`src/rtl/dac_update_cfg.svh`:
```
// Purpose: Offsets and reset values for the dual output update block.
// Assumes: Byte offsets on the local board bus, 16-bit data.
// Notes:   Definitions only.
`ifndef DAC_UPDATE_CFG_SVH
`define DAC_UPDATE_CFG_SVH
`define AO_CH0_DATA_OFS   5'h10
`define AO_CH1_DATA_OFS   5'h12
`define AO_UPDATE_OFS     5'h18
`define AO_CODE_RESET     16'h0000
`define AO_BIPOLAR_ZERO   16'h0000
`define AO_MODE_RESET     2'h0
`endif

```
`src/rtl/dac_update_pkg.sv`:
```
// Purpose: Types shared by the dual output update block.
// Assumes: Constants live in dac_update_cfg.svh.
// Notes:   Modes and carried words.
package dac_update_pkg;
    // Output data path selection.
    typedef enum logic [1:0] {
        PATH_DIRECT   = 2'h0,
        PATH_FIFO     = 2'h1,
        PATH_SERIAL   = 2'h2,
        PATH_RESERVED = 2'h3
    } path_mode_t;
    // One channel word travelling toward a converter.
    typedef struct packed {
        logic        channel;
        logic [15:0] code;
    } ao_word_t;
endpackage

```
`src/rtl/ao_skid_buffer.sv`:
```
// Purpose: Two-entry buffer with valid and ready on both sides.
// Assumes: One clock, synchronous active-low reset.
// Notes:   Holds up to two words so a drain stall loses nothing.
`timescale 1ns/1ps
`default_nettype none
module ao_skid_buffer (
    // Clock and reset.
    input  wire logic                  clk,
    input  wire logic                  rstn,
    // Fill side.
    input  wire logic                  inValid,
    input  var  dac_update_pkg::ao_word_t inWord,
    output logic                       inReady,
    // Drain side.
    output logic                       outValid,
    output var  dac_update_pkg::ao_word_t outWord,
    input  wire logic                  outReady
);
    // Storage array and occupancy.
    dac_update_pkg::ao_word_t slots [0:1];
    dac_update_pkg::ao_word_t next_slot0;
    dac_update_pkg::ao_word_t next_slot1;
    logic [1:0]               count;
    logic [1:0]               next_count;
    logic                     doPush;
    logic                     doPop;

    assign inReady  = (count != 2'h2);
    assign outValid = (count != 2'h0);
    assign outWord  = slots[0];
    assign doPush   = inValid && inReady;
    assign doPop    = outValid && outReady;

    // Next slot contents; slot 0 is always the oldest word.
    always_comb begin
        next_slot0 = slots[0];
        next_slot1 = slots[1];
        next_count = count;
        if (doPop) begin
            next_slot0 = slots[1];
        end
        if (doPush) begin
            // A push lands behind whatever remains after a pop.
            if ((count - {1'b0, doPop}) == 2'h0) begin
                next_slot0 = inWord;
            end else begin
                next_slot1 = inWord;
            end
        end
        next_count = count + {1'b0, doPush} - {1'b0, doPop};
    end

    // Register the buffer state.
    always_ff @(posedge clk) begin
        if (!rstn) begin
            count    <= 2'h0;
            slots[0] <= '0;
            slots[1] <= '0;
        end else begin
            count    <= next_count;
            slots[0] <= next_slot0;
            slots[1] <= next_slot1;
        end
    end
endmodule // ao_skid_buffer
`default_nettype wire

```
`src/rtl/dual_dac_output_update.sv`:
```
// Purpose: Digital control for two 16-bit analog output converter channels.
// Assumes: Local bus strobes synchronous to clk; write-only data registers.
// Notes:   Mode, update method and polarity are plain control inputs.
//          Posted updates move both held codes out together at one edge.
//          A word left in the buffer by a mode change is drained and dropped while convReady is high.
//
// Behaviour
// Mode selects direct, FIFO or serial path.
// Immediate mode applies written value at once.
// Posted mode waits for trigger fall or strobe.
// FIFO bypassed in immediate and serial modes; the code bypasses it only in serial and immediate direct.
// Per-channel unipolar or bipolar setting kept.
// Channel 0 data register at 10 hex.
// Channel 1 data register at 12 hex.
// Unipolar codes are straight binary 0 to 65535.
// Bipolar codes are two's complement, 8000 lowest.
// Outputs hold last code; defined after reset.
`timescale 1ns/1ps
`default_nettype none
`include "dac_update_cfg.svh"
module dual_dac_output_update (
    // Clock and reset.
    input  wire logic        clk,
    input  wire logic        rstn,
    // Local register bus.
    input  wire logic        busWrite,
    input  wire logic        busAccess,
    input  wire logic [4:0]  busAddr,
    input  wire logic [15:0] busData,
    // Control settings.
    input  wire logic [1:0]  pathMode,
    input  wire logic        postedUpdate,
    input  wire logic [1:0]  bipolarMode,
    // Serial path word from the companion processor.
    input  wire logic        serialValid,
    input  wire logic        serialChannel,
    input  wire logic [15:0] serialCode,
    // Timer update trigger, active low.
    input  wire logic        timer_update_trigger_n,
    // Converter side.
    input  wire logic        convReady,
    output logic [15:0]      dacCode0,
    output logic [15:0]      dacCode1,
    output logic [1:0]       dacLoad,
    output logic [1:0]       dacBipolar,
    output logic             busReady
);
    // Decoded path mode.
    dac_update_pkg::path_mode_t mode;
    // Pending posted values.
    logic [15:0] held0;
    logic [15:0] held1;
    logic [15:0] next_held0;
    logic [15:0] next_held1;
    // Next values of the registered outputs.
    logic [15:0] next_dacCode0;
    logic [15:0] next_dacCode1;
    logic [1:0]  next_dacLoad;
    logic [1:0]  next_dacBipolar;
    logic        next_busReady;
    // Previous trigger level for falling edge detection.
    logic        trigPrev;
    logic        trigFall;
    logic        updateStrobe;
    // Buffer connections.
    logic                     useFifo;
    logic                     fillValid;
    dac_update_pkg::ao_word_t fillWord;
    logic                     fillReady;
    logic                     drainValid;
    dac_update_pkg::ao_word_t drainWord;
    logic                     drainReady;
    // Occupancy decode, so busReady can look one edge ahead.
    logic                     bufFull;
    logic                     bufOne;
    logic                     doDrain;
    // Source word before the buffer decision.
    logic                     srcValid;
    dac_update_pkg::ao_word_t srcWord;
    logic                     immediate;

    // Decode a data register write into a channel word.
    // Only the two channel data offsets count; the strobe carries no data.
    function automatic logic is_data_write(input logic wr, input logic [4:0] addr);
        return wr && ((addr == `AO_CH0_DATA_OFS) || (addr == `AO_CH1_DATA_OFS));
    endfunction

    // Code 3 is kept and decodes like the FIFO path.
    assign mode = dac_update_pkg::path_mode_t'(pathMode);
    // FIFO bypass choice
    assign useFifo = !(mode == dac_update_pkg::PATH_SERIAL)
                     && !((mode == dac_update_pkg::PATH_DIRECT) && !postedUpdate);
    // Immediate update is simply the absence of posting.
    assign immediate = !postedUpdate;
    // Trigger edge and strobe
    // A fall needs the pin high at one edge and low at the next.
    assign trigFall     = trigPrev && !timer_update_trigger_n;
    // The strobe is any access at its offset, read or write alike.
    assign updateStrobe = busAccess && (busAddr == `AO_UPDATE_OFS);

    // Buffer occupancy read back from its handshake flags: a refused fill
    // means two words, a ready fill with a valid drain means exactly one.
    assign bufFull = !fillReady;
    assign bufOne  = fillReady && drainValid;
    assign doDrain = drainValid && drainReady;

    // Source selection by mode
    always_comb begin
        srcValid     = 1'b0;
        srcWord.channel = 1'b0;
        srcWord.code    = busData;
        if (mode == dac_update_pkg::PATH_SERIAL) begin
            // The serial word carries its own channel and skips the bus.
            srcValid        = serialValid;
            srcWord.channel = serialChannel;
            srcWord.code    = serialCode;
        end else begin
            // Register decode
            // A data write counts only at an edge where busReady is high.
            srcValid        = is_data_write(busWrite, busAddr) && busReady;
            srcWord.channel = (busAddr == `AO_CH1_DATA_OFS);
        end
    end

    // Words pass through the buffer in every mode except serial and immediate direct.
    assign fillValid  = srcValid && useFifo;
    assign fillWord   = srcWord;
    assign drainReady = convReady;

    // The buffer absorbs a converter stall so no word is lost.
    // Its occupancy, looked at one edge ahead through busReady, is the only stall that the host ever sees.
    ao_skid_buffer buffer (
        .clk      (clk),
        .rstn     (rstn),
        .inValid  (fillValid),
        .inWord   (fillWord),
        .inReady  (fillReady),
        .outValid (drainValid),
        .outWord  (drainWord),
        .outReady (drainReady)
    );

    // Next converter codes, held values and status.
    always_comb begin
        logic                     wValid;
        dac_update_pkg::ao_word_t w;
        // The word to apply comes from the buffer drain or straight from the source.
        wValid          = useFifo ? (drainValid && drainReady) : srcValid;
        w               = useFifo ? drainWord : srcWord;
        next_held0      = held0;
        next_held1      = held1;
        next_dacCode0   = dacCode0;
        next_dacCode1   = dacCode1;
        // Load pulses last one cycle unless set again below.
        next_dacLoad    = 2'h0;
        // Polarity per channel
        next_dacBipolar = bipolarMode;
        // Back-pressure reaches the host only while the buffer is in use.
        // busReady is a register, so it must already tell whether the buffer
        // has room at the next edge; showing the present room instead would
        // let one write through that the full buffer then drops.
        next_busReady   = 1'b1;
        if (useFifo) begin
            // Full at the next edge: full now with no drain, or one word
            // plus a push with no drain.
            next_busReady = !((bufFull && !doDrain)
                              || (bufOne && fillValid && !doDrain));
        end
        // Immediate write applies
        if (wValid && immediate) begin
            if (w.channel) begin
                // Channel 1 takes the word.
                next_dacCode1   = w.code;
                next_dacLoad[1] = 1'b1;
            end else begin
                // Channel 0 takes the word.
                next_dacCode0   = w.code;
                next_dacLoad[0] = 1'b1;
            end
        end else if (wValid) begin
            // Posted mode only stores the value.
            // The converter keeps its code until the update event.
            if (w.channel) begin
                next_held1 = w.code;
            end else begin
                next_held0 = w.code;
            end
        end
        // Posted update applies both
        if (postedUpdate && (trigFall || updateStrobe)) begin
            // Code passes unchanged; polarity sets meaning
            // A write in the same cycle is included, so it is not lost.
            next_dacCode0 = next_held0;
            next_dacCode1 = next_held1;
            next_dacLoad  = 2'h3;
        end
    end

    // Register outputs with reset codes
    always_ff @(posedge clk) begin
        if (!rstn) begin
            // Converters start at the zero code; the host may write at once.
            held0      <= `AO_CODE_RESET;
            held1      <= `AO_CODE_RESET;
            dacCode0   <= `AO_CODE_RESET;
            dacCode1   <= `AO_CODE_RESET;
            dacLoad    <= 2'h0;
            dacBipolar <= 2'h0;
            busReady   <= 1'b1;
            // Trigger history starts at the idle high level: no false fall.
            trigPrev   <= 1'b1;
        end else begin
            held0      <= next_held0;
            held1      <= next_held1;
            dacCode0   <= next_dacCode0;
            dacCode1   <= next_dacCode1;
            dacLoad    <= next_dacLoad;
            dacBipolar <= next_dacBipolar;
            busReady   <= next_busReady;
            // The pin level is kept one cycle for edge detection.
            trigPrev   <= timer_update_trigger_n;
        end
    end
endmodule // dual_dac_output_update
`default_nettype wire

```
`config.mk`:
```
export PLATFORM = sky130hd
export DESIGN_NAME = dual_dac_output_update
export DESIGN_NICKNAME = d
export VERILOG_FILES = /design/src/rtl/dac_update_pkg.sv /design/src/rtl/ao_skid_buffer.sv /design/src/rtl/dual_dac_output_update.sv
export VERILOG_INCLUDE_DIRS = /design/src /design/src/rtl
export SDC_FILE = /design/constraint.sdc
export NUM_CORES = 1
export LEC_CHECK = 0
export BUFFER_PORTS_ARGS = -buffer_cell sky130_fd_sc_hd__buf_2
export CAP_MARGIN = 20
export CELL_PAD_IN_SITES_DETAIL_PLACEMENT = 0
export CELL_PAD_IN_SITES_GLOBAL_PLACEMENT = 1
export CORE_MARGIN = 2
export CORE_UTILIZATION = 43
export DETAILED_ROUTE_END_ITERATION = 7
export PLACE_DENSITY_LB_ADDON = 0.1
export SLEW_MARGIN = 5
export SYNTH_ARGS = -nofsm -noshare
export SYNTH_HDL_FRONTEND = slang
export SYNTH_HIERARCHICAL = 1
export SYNTH_SLANG_ARGS = --single-unit
export TNS_END_PERCENT = 10
```
`constraint.sdc`:
```
create_clock -name clk -period 3.5 [get_ports clk]
set_clock_uncertainty 0.05 [all_clocks]
set_input_delay 1.05 -clock clk [delete_from_list [all_inputs] [get_ports clk]]
set_output_delay 1.05 -clock clk [all_outputs]
set_load 0.01 [all_outputs]
```
# After elaboration in Yosys (flattened, before gate mapping)
# Memories as Yosys holds them, arrays and structs flattened.
# Cells that the tools add are included.
[totals] latch_bits=0 elab_cells=84 reg_bits=72 input_bits=50 output_inout_bits=37 ram_bits=34 memories=1 romBits=0
[op_classes] shift=0 n_lt_le_gt_ge=0 mux=30 mul=0 reduce_logical=33 n_eq_ne=6 n_div=0 addsub=3 bitwise=2
[memory_table] name="buffer.slots" depth=2 width=17 read_ports=2 rd_clocked_by_memory_dff=0 wr=2 line_no="ao_skid_buffer.sv:20" source="dac_update_pkg::ao_word_t slots [0:1];"
[op_table] op="$mux W16" n=13
[op_table] op="$mux W17" n=8
[op_table] op="$eq A5 B5 Y1 const B" n=3
[op_table] op="$logic_and A1 B1 Y1" n=15
[op_table] op="$logic_not A1 Y1" n=7
[op_table] op="$mux W1" n=7
[op_table] op="$reduce_and A2 Y1" n=3
[op_table] op="$reduce_bool A2 Y1" n=3
[op_table] op="$logic_not A2 Y1" n=2
[op_table] op="$mux W2" n=2
[op_table] op="$sub A2 B1 Y2" n=2
[op_table] op="$logic_or A1 B1 Y1" n=3
[op_table] op="$add A2 B1 Y2" n=1
[op_table] op="$eq A2 B2 Y1 const B" n=1
[op_table] op="$ne A2 B1 Y1 const B" n=1
[op_table] op="$ne A2 B2 Y1 const B" n=1
[op_table] op="$or A1 B1 Y1" n=2

# Logic depth before layout (Yosys ltp)
[depth] depth_word=10 mapped_depth=11 depth_no_buf=8

# Hierarchy
# The synthesis kept the hierarchy.
[by_module_without_submodules] mod="dual_dac_output_update" area_per_inst_um2=3198.1 seq_area_each_um2=1401.3 cells_each=281 instances=1
[by_module_without_submodules] mod="ao_skid_buffer" area_per_inst_um2=1850.5 seq_area_each_um2=720.7 cells_each=214 instances=1

# Worst setup path before layout
# Ideal clock, no wire load.
[synth_path] path_type="input port to flip-flop" from="input port busAddr[0]" to="register dacCode1[10]" cell_stages=7 path_slack_ns=0.360 required_ns=3.316 arrival_time_ns=2.956 path_buffers=1 path_cell_list="or3b_4 -> o41ai_4 -> mux2i_2 -> nor4_4 -> buf_6 -> mux2i_1 -> o22ai_1"
[synth_rtl] element="start: declaration" line_no="dual_dac_output_update.sv:28" source="input wire logic [4:0] busAddr,"
[synth_rtl] element="end signal: assignment" line_no="dual_dac_output_update.sv:206" source="dacCode1 <= `AO_CODE_RESET;"
[synth_rtl] element="end signal: assignment" line_no="dual_dac_output_update.sv:216" source="dacCode1 <= next_dacCode1;"
[synth_rtl] element="end: declaration" line_no="dual_dac_output_update.sv:43" source="output logic [15:0] dacCode1,"

# Worst setup path after layout
[layout_path] from="input port busAddr[0]" to="register dacCode0[6]"
[layout_via] elab_chain_len=9 word_cells_on_any_way=21 cone_classes="4 x eq/ne; 8 x mux; 9 x reduce/logical"
[layout_rtl] element="$eq A5 B5 Y1 (no line)"
[layout_rtl] element="$logic_or A1 B1 Y1" line_no="dual_dac_output_update.sv:85" source="return wr && ((addr == `AO_CH0_DATA_OFS) || (addr == `AO_CH1_DATA_OFS));"
[layout_rtl] element="$logic_and A1 B1 Y1" line_no="dual_dac_output_update.sv:85"
[layout_rtl] element="$logic_and A1 B1 Y1" line_no="dual_dac_output_update.sv:120" source="srcValid = is_data_write(busWrite, busAddr) && busReady;"
[layout_rtl] element="$mux W1" line_no="dual_dac_output_update.sv:112" source="if (mode == dac_update_pkg::PATH_SERIAL) begin"
[layout_rtl] element="$mux W1" line_no="dual_dac_output_update.sv:148" source="wValid = useFifo ? (drainValid && drainReady) : srcValid;"
[layout_rtl] element="$mux W16 or $logic_and A1 B1 Y1 (tied branches)" line_no="dual_dac_output_update.sv:180, dual_dac_output_update.sv:170"
[layout_rtl] element="$mux W16 or $reduce_bool A2 Y1 (tied branches)"
[layout_rtl] element="$mux W16 or $reduce_and A2 Y1 (tied branches)"
[layout_rtl] element="end signal: assignment" line_no="dual_dac_output_update.sv:205" source="dacCode0 <= `AO_CODE_RESET;"
[layout_rtl] element="end signal: assignment" line_no="dual_dac_output_update.sv:215" source="dacCode0 <= next_dacCode0;"
[layout_rtl] element="end: declaration" line_no="dual_dac_output_update.sv:42" source="output logic [15:0] dacCode0,"
# Several ways; a longest one is shown, not always the timed one.
# A chain may end at the register's enable or synchronous reset.

==> impl_metrics.yaml <==
logic_synthesis:
  syn_nets: 546
  synth.area.mux_share_pct: 20.5
  synth-xor-area-share_pct: 0.173
  synth_compound_area_share_pct: 16.2
  synth_area_per_cell_um2: 10.2
  yosysUniqueCellTypes: 43
  ys_seq_area_share_pct: 42.0
  yosys_warnings: 6
  ys_top_cells_by_area: "dfxtp_1, mux2i_1, mux2_2"
  yosys.area.top_type: "dfxtp_1"
  syn_inst: 495
  synth_top_family_by_area: "multiplexers"
  synth-adder-area-share_pct: 0.248
  synth_simple_gate_area_share_pct: 12.6
  syn-cell-area_um2: 5050
  ys_ff_latch: 106
  netlist.area_leader.share_pct: 42.0
setup_path:
  cp_cell_sequence: "buf_2 -> or3b_4 -> nor4_1 -> a211oi_1 -> nor4_2 -> buf_12 -> mux2i_1 -> o22ai_1"
  critical_path_arrival_ns: 3.06
  end_kind: "register"
  cp.required_ns: 3.68
  critPathLaunchType: "input port"
  crit_slowest_cell: "or3b_4"
  cp_max_fo: 17
  path_class: "input port to register"
  critPathMaxStageDelay_ns: 0.42
detailed_routing:
  avgRoutedWirePerCell_um: 17.8
  drcViolationCount: 0
  dr.first_iter.drc_count: 188
  first_pass_iters: 4
  drt-total-wl_um: 12500
  via_count: 3813
  avgViaCountPerCell: 5.43
  drtAntennaViolNets: 0
sta:
  setup_slack_ns: 0.617
  rsz0062_at_grt: "no"
  tightestPinTransition_ns: 0.975
  hold_viol: 0
  min_period_over_period_pct: 82.4
  hold_ws_ns: 0.419
  slew_headroom_pct: 34.6
  report.final.slew_viol_count: 0
  setup_viol: 0
  fin_crit_ns: 2.88
  final.setup.tns_ns: 0
  max_freq_mhz: 347
run:
  cap_violations: 0
placed_design:
  port-buffer-count: 86
  post-dp-hpwl_um: 8220
  gp_congestion: 0.746
  place_ws_ns: 0.251
  placed_cell_area_um2: 5490
clocking:
  cts_hold_buf: 0
  post_cts_buffers: 0
  cts_max_path_buffers: 2
  clkSlewWorstSetupHoldPaths_ns: 0.07
  clock-sinks: 106
  tritoncts: "done"
  ctsHtreeMaxLevel: 3
  root_buffer: "clkbuf_16"
  cts_resized: 0
  numCtsBuffers: 9
  clk_latency_ns: 0.35
floorplanning:
  core_area_um2: 11400
  initial_utilization_pct: 44.2
  die_area_um2: 12600
  rows: 39
  ioPinCount: 87
  die_w_um: 112
  die_h_um: 112
pwr:
  leakagePower_nw: 2.07
  p_total_mw: 2.49
  ir_drop_v: 0.000260
  p_per_area_nw_per_um2: 431
layout:
  fin_nets: 605
  final_area_um2: 5770
  area_delta_synth_final_pct: 14.4
  diodes: 0
  layout-drive-gt1-share_pct: 31.8
status:
  status: "complete, no violations"
global_route:
  antenna_found_initial: 0
  grt_overflow_total: 0
  grt_pass1_vias: 3779
  grtUsageTotal_pct: 20.3
  grt_pass1_wl_um: 20400
  grt_max_degree: 33
hold_path:
  hp-class: "register to register"
## sequential cells by signal, summed over array words and instances, names as in the netlist
signal / flops
buffer/slots: 34
dacCode0: 16
dacCode1: 16
held0: 16
held1: 16
buffer/count: 2
dacBipolar: 2
dacLoad: 2
busReady: 1
trigPrev: 1
## cell usage in the layout (no fill, tap or decap), types with 5 or more instances in the layout
cell / synthesis / layout
buf_4: 19 / 15
nand2_1: 42 / 42
dfxtp_1: 106 / 106
o21ai_0: 17 / 17
mux2i_1: 65 / 65
mux2_2: 33 / 33
and2_1: 5 / 5
nor2b_1: 35 / 34
a31oi_2: 10 / 10
a31oi_1: 7 / 7
buf_2: 8 / 86
o22ai_1: 33 / 33
a21boi_0: 14 / 14
nand3_1: 18 / 18
o31ai_1: 17 / 17
clkbuf_16: 0 / 9
buf_12: 1 / 5
## cells in the mapped netlist, drive strengths merged
cell         number
a211oi            1
a21bo             1
a21boi           18
a31oi            17
a32oi             1
and2              5
buf              38
clkbuf           18
dfxtp           106
dlygate4sd3       2
ha                1
inv               3
mux2             33
mux2i            66
nand2            42
nand2b            4
nand3            18
nand3b            1
nand4             1
nor2b            35
nor4              5
o21a              3
o21ai            18
o21bai            1
o22ai            33
o31ai            17
o41ai             1
or2               2
or2b              2
or3b              1
xnor2             1
## report_power, final
| group | total (mW) | internal (mW) | switching (mW) | leakage [nW] |
|---|---|---|---|---|
| clock | 0.984 | 0.514 | 0.469 | 0.142 |
| combinational | 0.272 | 0.119 | 0.153 | 1.07 |
| sequential | 1.23 | 1.22 | 0.00841 | 0.856 |
| total | 2.49 | 1.86 | 0.631 | 2.07 |
## cells by family (layout without fill, tap and decap cells)
logic type | Yosys count | after routing
AOI/OAI and AO/OA | 111 | 111
muxes | 99 | 99
and+or+nand+nor | 116 | 116
DFF | 106 | 106
adders and majority gates | 1 | 1
xor gates and xnor gates | 1 | 1
buffers and inverters | 61 | 125
## metrics by stage
| step | util, % | instances |
|---|---|---|
| after floorplan | - | 495 |
| after global placement | 48.0 | 686 |
| after detailed placement | 48.0 | 686 |
| after CTS | 50.6 | 702 |
| after global routing | 50.6 | 702 |
| final | 50.6 | 702 |
## worst paths after layout
path / cells past startpoint / end / slack [ns] / startpoint
setup / recovery: 8 / dacCode0[6] / 0.62 / busAddr[0]
hold / removal: 2 / buffer/slots[0][2] / 0.42 / buffer/slots[0][19]
setup reg to reg: 7 / dacCode0[6] / 1.47 / busReady
hold reg to reg: 2 / buffer/slots[0][2] / 0.42 / buffer/slots[0][19]
## critical path: cells and delay by family
kind,cells,cell delay (ns)
buf+inv,2,0.33
simple gates,3,1.14
mux,1,0.22
compound gates,2,0.33
## area by class of cell
cell class,instances,area (µm²)
clock buffers,11,243
clock inverters,5,46.3
fillers,1087,5640
inverters,3,11.3
multi-input cells,328,2530
flip-flops and latches,106,2120
well taps,143,179
repair buffers,106,643
## layer usage
layer | share of wire, % | routed length (µm) | GRT usage, % | up-vias
met4 | 1.0 | 125 | 5.04 | 0
met1 | 48 | 5950 | 27.8 | 1835
li1 | - | - | - | 1878
met5 | 0 | 0 | 0 | -
met3 | 4.7 | 591 | 4.75 | 13
met2 | 47 | 5840 | 32.5 | 87
Note: power is estimated with default switching activity, not from simulation.
